===== config.mk =====
export PLATFORM = sky130hd
export DESIGN_NAME = dcb_compare
export DESIGN_NICKNAME = d
export VERILOG_FILES = /design/src/dcb_pkg.sv /design/src/dcb_cmp_if.sv /design/src/dcb_relation_eval.sv /design/src/dcb_compare.sv
export VERILOG_INCLUDE_DIRS = /design/src
export SDC_FILE = /design/constraint.sdc
export NUM_CORES = 1
export LEC_CHECK = 0
export ABC_AREA = 1
export BUFFER_PORTS_ARGS = -buffer_cell sky130_fd_sc_hd__buf_2
export CORE_ASPECT_RATIO = 1.25
export CORE_UTILIZATION = 45
export DETAILED_ROUTE_END_ITERATION = 12
export HOLD_SLACK_MARGIN = 0.06
export PLACE_DENSITY_LB_ADDON = 0.05
export SETUP_SLACK_MARGIN = 0.2
export SLEW_MARGIN = 20
export SYNTH_ARGS = -nofsm -noshare
export SYNTH_HDL_FRONTEND = slang
export SYNTH_SLANG_ARGS = --single-unit

===== constraint.sdc =====
create_clock -name sys_clk -period 7 [get_ports sys_clk]
set_input_delay 1.75 -clock sys_clk [delete_from_list [all_inputs] [get_ports sys_clk]]
set_output_delay 1.75 -clock sys_clk [all_outputs]
set_load 0.02 [all_outputs]

===== src/dcb_defines.svh =====
// Constants of the data compare block: widths, codes, reset values
`ifndef DCB_DEFINES_SVH
`define DCB_DEFINES_SVH

// Operand and code widths
`define DCB_DATA_W       32
`define DCB_HALF_W       16
`define DCB_EXT_W        33
`define DCB_VT_W         2
`define DCB_REL_W        3

// Value type codes
`define DCB_VT_WORD      2'h0
`define DCB_VT_INT       2'h1
`define DCB_VT_DWORD     2'h2
`define DCB_VT_LONG      2'h3
`define DCB_VT_RESET     2'h1

// Relation codes
`define DCB_REL_EQ       3'h0
`define DCB_REL_NE       3'h1
`define DCB_REL_LT       3'h2
`define DCB_REL_GT       3'h3
`define DCB_REL_LE       3'h4
`define DCB_REL_GE       3'h5

// Reset and substitute values
`define DCB_OUT_RESET    1'b0
`define DCB_ZERO_OPERAND 32'h0000_0000
`define DCB_HALF_ZERO    16'h0000

`endif


===== src/dcb_pkg.sv =====
// Types of the data compare block
`include "dcb_defines.svh"

package dcb_pkg;

    // Interpretation of both operands
    typedef enum logic [`DCB_VT_W-1:0] {
        DCB_VT_WORD  = `DCB_VT_WORD,
        DCB_VT_INT   = `DCB_VT_INT,
        DCB_VT_DWORD = `DCB_VT_DWORD,
        DCB_VT_LONG  = `DCB_VT_LONG
    } dcb_vtype_t;

    // Relation between operand one and operand two
    typedef enum logic [`DCB_REL_W-1:0] {
        DCB_REL_EQ = `DCB_REL_EQ,
        DCB_REL_NE = `DCB_REL_NE,
        DCB_REL_LT = `DCB_REL_LT,
        DCB_REL_GT = `DCB_REL_GT,
        DCB_REL_LE = `DCB_REL_LE,
        DCB_REL_GE = `DCB_REL_GE
    } dcb_rel_t;

endpackage : dcb_pkg


===== src/dcb_cmp_if.sv =====
// Carrier between the compare top and its relation evaluator
`include "dcb_defines.svh"

interface dcb_cmp_if;

    logic [`DCB_DATA_W-1:0] opa;
    logic [`DCB_DATA_W-1:0] opb;
    dcb_pkg::dcb_vtype_t    vtype;
    dcb_pkg::dcb_rel_t      rel;
    logic                   holds;
    logic                   rel_known;
    logic                   range_ok;

    // Evaluator side
    modport eval (
        input  opa,
        input  opb,
        input  vtype,
        input  rel,
        output holds,
        output rel_known,
        output range_ok
    );

    // Control side
    modport ctrl (
        output opa,
        output opb,
        output vtype,
        output rel,
        input  holds,
        input  rel_known,
        input  range_ok
    );

endinterface : dcb_cmp_if


===== src/dcb_relation_eval.sv =====
// Combinational relation evaluator for the data compare block
`include "dcb_defines.svh"

module dcb_relation_eval (
    dcb_cmp_if.eval bus
);

    // Widen a raw operand to a common signed form per value type
    function automatic logic signed [`DCB_EXT_W-1:0] dcb_extend(
        input logic [`DCB_DATA_W-1:0] v,
        input dcb_pkg::dcb_vtype_t    t
    );
        logic [`DCB_EXT_W-1:0] r;
        case (t)
            dcb_pkg::DCB_VT_WORD:
                r = {{(`DCB_EXT_W-`DCB_HALF_W){1'b0}},
                     v[`DCB_HALF_W-1:0]};
            dcb_pkg::DCB_VT_INT:
                r = {{(`DCB_EXT_W-`DCB_HALF_W){v[`DCB_HALF_W-1]}},
                     v[`DCB_HALF_W-1:0]};
            dcb_pkg::DCB_VT_DWORD:
                r = {1'b0, v};
            default:
                r = {v[`DCB_DATA_W-1], v};
        endcase
        return $signed(r);
    endfunction : dcb_extend

    // Upper half must be a pure extension for 16-bit types
    function automatic logic dcb_in_range(
        input logic [`DCB_DATA_W-1:0] v,
        input dcb_pkg::dcb_vtype_t    t
    );
        logic ok;
        case (t)
            dcb_pkg::DCB_VT_WORD:
                ok = (v[`DCB_DATA_W-1:`DCB_HALF_W] == `DCB_HALF_ZERO);
            dcb_pkg::DCB_VT_INT:
                ok = (v[`DCB_DATA_W-1:`DCB_HALF_W]
                      == {`DCB_HALF_W{v[`DCB_HALF_W-1]}});
            default:
                ok = 1'b1;
        endcase
        return ok;
    endfunction : dcb_in_range

    logic signed [`DCB_EXT_W-1:0] ext_a;
    logic signed [`DCB_EXT_W-1:0] ext_b;

    // One type governs both operands, so width and sign always agree
    always_comb
    begin
        ext_a         = dcb_extend(bus.opa, bus.vtype);
        ext_b         = dcb_extend(bus.opb, bus.vtype);
        bus.rel_known = 1'b1;
        case (bus.rel)
            dcb_pkg::DCB_REL_EQ: bus.holds = (ext_a == ext_b);
            dcb_pkg::DCB_REL_NE: bus.holds = (ext_a != ext_b);
            dcb_pkg::DCB_REL_LT: bus.holds = (ext_a < ext_b);
            dcb_pkg::DCB_REL_GT: bus.holds = (ext_a > ext_b);
            dcb_pkg::DCB_REL_LE: bus.holds = (ext_a <= ext_b);
            dcb_pkg::DCB_REL_GE: bus.holds = (ext_a >= ext_b);
            default:
            begin
                bus.holds     = 1'b0;
                bus.rel_known = 1'b0;
            end
        endcase
        bus.range_ok = dcb_in_range(bus.opa, bus.vtype)
                       && dcb_in_range(bus.opb, bus.vtype);
    end

endmodule : dcb_relation_eval


===== src/dcb_compare.sv =====
// Top of the data compare block: settings, result register, checks
`include "dcb_defines.svh"

module dcb_compare (
    input  wire logic                   sys_clk,
    input  wire logic                   rst,
    input  wire logic                   clk_en,
    input  wire logic                   exec_en,
    input  wire logic [`DCB_DATA_W-1:0] operand_one,
    input  wire logic                   operand_one_valid,
    input  wire logic [`DCB_DATA_W-1:0] operand_two,
    input  wire logic                   operand_two_valid,
    input  wire logic [`DCB_VT_W-1:0]   value_type_select,
    input  wire logic                   type_load,
    input  wire logic [`DCB_REL_W-1:0]  relation_select,
    output logic                        cmp_out,
    output logic                        range_error,
    output logic                        relation_invalid,
    output logic [`DCB_VT_W-1:0]        active_type
);

    dcb_cmp_if cmp_bus ();

    logic next_cmp_out;
    logic next_range_error;
    logic next_relation_invalid;

    // Unconnected operands become zero before evaluation
    assign cmp_bus.opa = operand_one_valid ? operand_one
                                           : `DCB_ZERO_OPERAND;
    assign cmp_bus.opb = operand_two_valid ? operand_two
                                           : `DCB_ZERO_OPERAND;

    // Stored type and live relation feed the evaluator
    assign cmp_bus.vtype = dcb_pkg::dcb_vtype_t'(active_type);
    assign cmp_bus.rel   = dcb_pkg::dcb_rel_t'(relation_select);

    dcb_relation_eval u_eval (
        .bus (cmp_bus.eval)
    );

    // Result and status for the coming edge
    always_comb
    begin
        next_cmp_out = exec_en && cmp_bus.rel_known
                       && cmp_bus.holds;
        next_range_error      = exec_en && !cmp_bus.range_ok;
        next_relation_invalid = exec_en && !cmp_bus.rel_known;
    end

    // Type setting: signed 16-bit until software loads another
    always_ff @(posedge sys_clk)
    begin
        if (rst)
            active_type <= `DCB_VT_RESET;
        else if (clk_en && type_load)
            active_type <= value_type_select;
    end

    // Registered comparison result
    always_ff @(posedge sys_clk)
    begin
        if (rst)
            cmp_out <= `DCB_OUT_RESET;
        else if (clk_en)
            cmp_out <= next_cmp_out;
    end

    // Status flags: operand out of range, unknown relation code
    always_ff @(posedge sys_clk)
    begin
        if (rst)
        begin
            range_error      <= 1'b0;
            relation_invalid <= 1'b0;
        end
        else if (clk_en)
        begin
            range_error      <= next_range_error;
            relation_invalid <= next_relation_invalid;
        end
    end

    // Checks

    // Reference values built apart from the evaluator
    logic signed [`DCB_EXT_W-1:0] ref_a;
    logic signed [`DCB_EXT_W-1:0] ref_b;

    // Independent widening of both operands under the stored type
    always_comb
    begin
        ref_a = $signed({1'b0, cmp_bus.opa});
        ref_b = $signed({1'b0, cmp_bus.opb});
        case (active_type)
            `DCB_VT_WORD:
            begin
                ref_a = $signed({{(`DCB_EXT_W-`DCB_HALF_W){1'b0}},
                                 cmp_bus.opa[`DCB_HALF_W-1:0]});
                ref_b = $signed({{(`DCB_EXT_W-`DCB_HALF_W){1'b0}},
                                 cmp_bus.opb[`DCB_HALF_W-1:0]});
            end
            `DCB_VT_INT:
            begin
                ref_a = $signed({{(`DCB_EXT_W-`DCB_HALF_W)
                                  {cmp_bus.opa[`DCB_HALF_W-1]}},
                                 cmp_bus.opa[`DCB_HALF_W-1:0]});
                ref_b = $signed({{(`DCB_EXT_W-`DCB_HALF_W)
                                  {cmp_bus.opb[`DCB_HALF_W-1]}},
                                 cmp_bus.opb[`DCB_HALF_W-1:0]});
            end
            `DCB_VT_LONG:
            begin
                ref_a = $signed({cmp_bus.opa[`DCB_DATA_W-1],
                                 cmp_bus.opa});
                ref_b = $signed({cmp_bus.opb[`DCB_DATA_W-1],
                                 cmp_bus.opb});
            end
            default:
            begin
                ref_a = $signed({1'b0, cmp_bus.opa});
                ref_b = $signed({1'b0, cmp_bus.opb});
            end
        endcase
    end

    // Sampling condition for an enabled evaluation of a given relation
    logic live;
    assign live = clk_en && exec_en;
endmodule : dcb_compare


==> impl_metrics.py <==
metrics = {
    "timing": {
        "whs_ns": 0.4562,
        "fin_crit_sh_pct": 67.85,
        "setup_viol": 0,
        "fin_crit_ns": 4.750,
        "relSlewSlack_pct": 39.67,
        "rsz0062_at_grt": "no",
        "hold_viol_final": 0,
        "fmax_ghz": 0.2105,
        "worstMarginPinSlew_ns": 0.9000,
        "drv_slew": 0,
        "setup-tns-final_ns": 0,
        "fin_skew_ns": 0.001508,
    },
    "detailed_routing": {
        "viasPerCell": 5.062,
        "wl_per_cell_um": 10.66,
        "drc": 0,
        "final_antenna_net_count": 0,
        "drtIter0Drc": 62,
        "drt-total-wl_um": 5140,
        "vias": 2440,
        "firstDrtPassIters": 4,
    },
    "power": {
        "p_leak_nw": 1.466,
        "power_frac_seq_pct": 13.8,
        "irDropWorstVdd_uv": 140.6,
        "p_per_area_nw_per_um2": 102.1,
        "p_int_mw": 0.1332,
        "switching_share_pct": 45.92,
        "clock_power_share_pct": 21.9,
        "combPwrFrac_pct": 64.3,
        "power_switching_mw": 0.1131,
        "total_power_mw": 0.2464,
    },
    "clocking": {
        "cts_resized": 0,
        "cts_max_path_buffers": 2,
        "clk_latency_ns": 0.22,
        "cts_tree": "built",
        "cts_buffers": 3,
        "cts_sinks": 5,
        "post_cts_buffers": 0,
        "holdBufCountCts": 0,
        "clk_pin_slew_ns": 0.04,
        "clockRootBuffer": "clkbuf_8",
        "htreeDepth": 1,
    },
    "floorplan": {
        "placementRows": 26,
        "placeableCoreArea_sq_um": 4131,
        "die-height_um": 75.71,
        "fp.dieArea_sq_um": 4615,
        "pin_count": 81,
        "die_width_um": 60.97,
        "start_util_pct": 47.33,
    },
    "place": {
        "place.gp.congestion": 0.9070,
        "portBuffers": 80,
        "hpwl_um": 4431,
    },
    "grt": {
        "grtUsageTotal_pct": 23.17,
        "grt_overflow_total": 0,
        "antenna_found_initial": 0,
        "grt_pass1_vias": 2116,
        "grt_pass1_wl_um": 8259,
        "grt_max_degree": 41,
    },
    "final_layout": {
        "fill_cells": 485,
        "diodes": 0,
        "layout-drive-gt1-share_pct": 21.83,
        "area_delta_synth_final_pct": 23.42,
        "final_common_cell": "nand2_1",
        "final_nets": 536,
        "final_cell_mix": "nand2_1, buf_2, inv_1",
    },
    "setup_path": {
        "worstPathMaxFanout": 40,
        "cp.arrival_ns": 4.86,
        "crit_required_ns": 7.11,
        "regToRegSetupSlack_ns": 3.40,
        "worstSetupStartpointType": "input port",
        "startpoint": "operand_two_valid",
        "r2r_start": "active_type[1]$_SDFFE_PP0P_",
        "path_class": "input port to flop",
        "cp-end-kind": "flop",
    },
    "job": {
        "cap_violations": 0,
    },
    "synthesis": {
        "ys_types": 32,
        "syn-num-nets": 465,
        "syn_area_sq_um": 1956,
        "yosysSeqAreaShare_pct": 5.118,
        "yosys_warnings": 0,
        "synth_cells": 356,
        "yosys_register_bits": 5,
        "synth_area_per_cell_sq_um": 5.493,
    },
    "run_status": {
        "outcome": "finished clean",
    },
    "worst_hold_path": {
        "min-delay-start": "range_error$_SDFFE_PP0P_",
        "worstHoldPathType": "flop to flop",
    },
}
-- power by group through the flow --
stage | registers, mW | clock network, mW | logic, mW
2_1_floorplan | 0.0338 | 0 | 0.110
3_3_place_gp | 0.0345 | 0 | 0.157
3_5_place_dp | 0.0345 | 0 | 0.159
4_1_cts | 0.0340 | 0.0547 | 0.160
5_1_grt | 0.0346 | 0.0575 | 0.184
6_report | 0.0341 | 0.0538 | 0.158
-- Yosys cell counts, drive strengths merged --
cell    count  area (sq um)
a21o        1         7.510
clkbuf      7         27.52
nor2       21         83.83
nor4b       1         8.760
a22o        1         8.760
a21oi      18         97.60
buf         7         30.02
inv        50         187.7
a22oi       1         7.510
o21ai      17         85.08
nand2     129         489.2
ha         33         412.9
o41ai       2         17.52
a211oi      1         7.510
nand4       7         43.79
nor4        3         40.04
o31ai       2         15.01
nand3      29         150.1
o21a        2         15.01
a31oi      14         87.58
dfxtp       5         100.1
nand3b      1         7.510
nor3        4         25.02
-- kinds of logic (layout without fill, tap and decap cells) --
kind of cell	count (synthesis)	after routing	share of synthesized area (%)
compound gates	59	59	17.85
buf+inv	64	134	12.54
flops	5	5	5.119
fa+ha+maj	33	33	21.11
simple gates	195	195	43.38
-- state kept, by name (all words and copies together) (netlist names) --
signal / count
relation_invalid: 1
cmp_out: 1
range_error: 1
active_type: 2
-- routing by layer --
layer	GRT usage [%]	vias to the layer above	routed length [um]
met1	24.13	1027	2100
met3	3.565	16	270
met4	9.091	0	159
li1	-	1321	-
met5	0	-	0
met2	45.30	76	2609
-- worst paths after layout --
path / end / depth (start not counted)
setup / recovery: cmp_out$_SDFFE_PP0P_ / 17
hold reg to reg: range_error$_SDFFE_PP0P_ / 2
setup reg to reg: cmp_out$_SDFFE_PP0P_ / 19
hold / removal: range_error$_SDFFE_PP0P_ / 2
-- layout make-up --
cell class                      instances  area (sq um)  share of cell area [%]
Clock buffer                            4         45.04                   1.866
Inverter                               50         187.7                   7.776
Multi-Input combinational cell        287          1610                   66.72
Sequential cell                         5         100.1                   4.147
Tap cell                               56         70.07                   2.903
Timing Repair Buffer                   80         400.4                   16.59
-- critical path, cell delays in order --
cell and delay, ns:
buf_2 0.49, nand2_1 0.23, nor3_2 0.73, a31oi_1 0.09, ha_1 0.39, a21oi_1 0.22, nand2_1 0.09, a21oi_1 0.12
nand2_1 0.08, nor2_2 0.12, nand3_1 0.13, nand2_1 0.09, nand3_1 0.06, nand2_1 0.08, nand3_2 0.06, nand2_2 0.06
a21oi_2 0.04
-- per-stage QoR --
step,util (%),std cells,cell area (sq um),worst slack (ns)
floorplan,-,356,1956,2.971
global placement,57.33,478,2369,2.086
detailed placement,57.33,478,2369,2.049
CTS,58.42,482,2414,2.269
global route,58.42,482,2414,1.924
finish,58.42,482,2414,2.250
(Power assumes the default switching activity.)
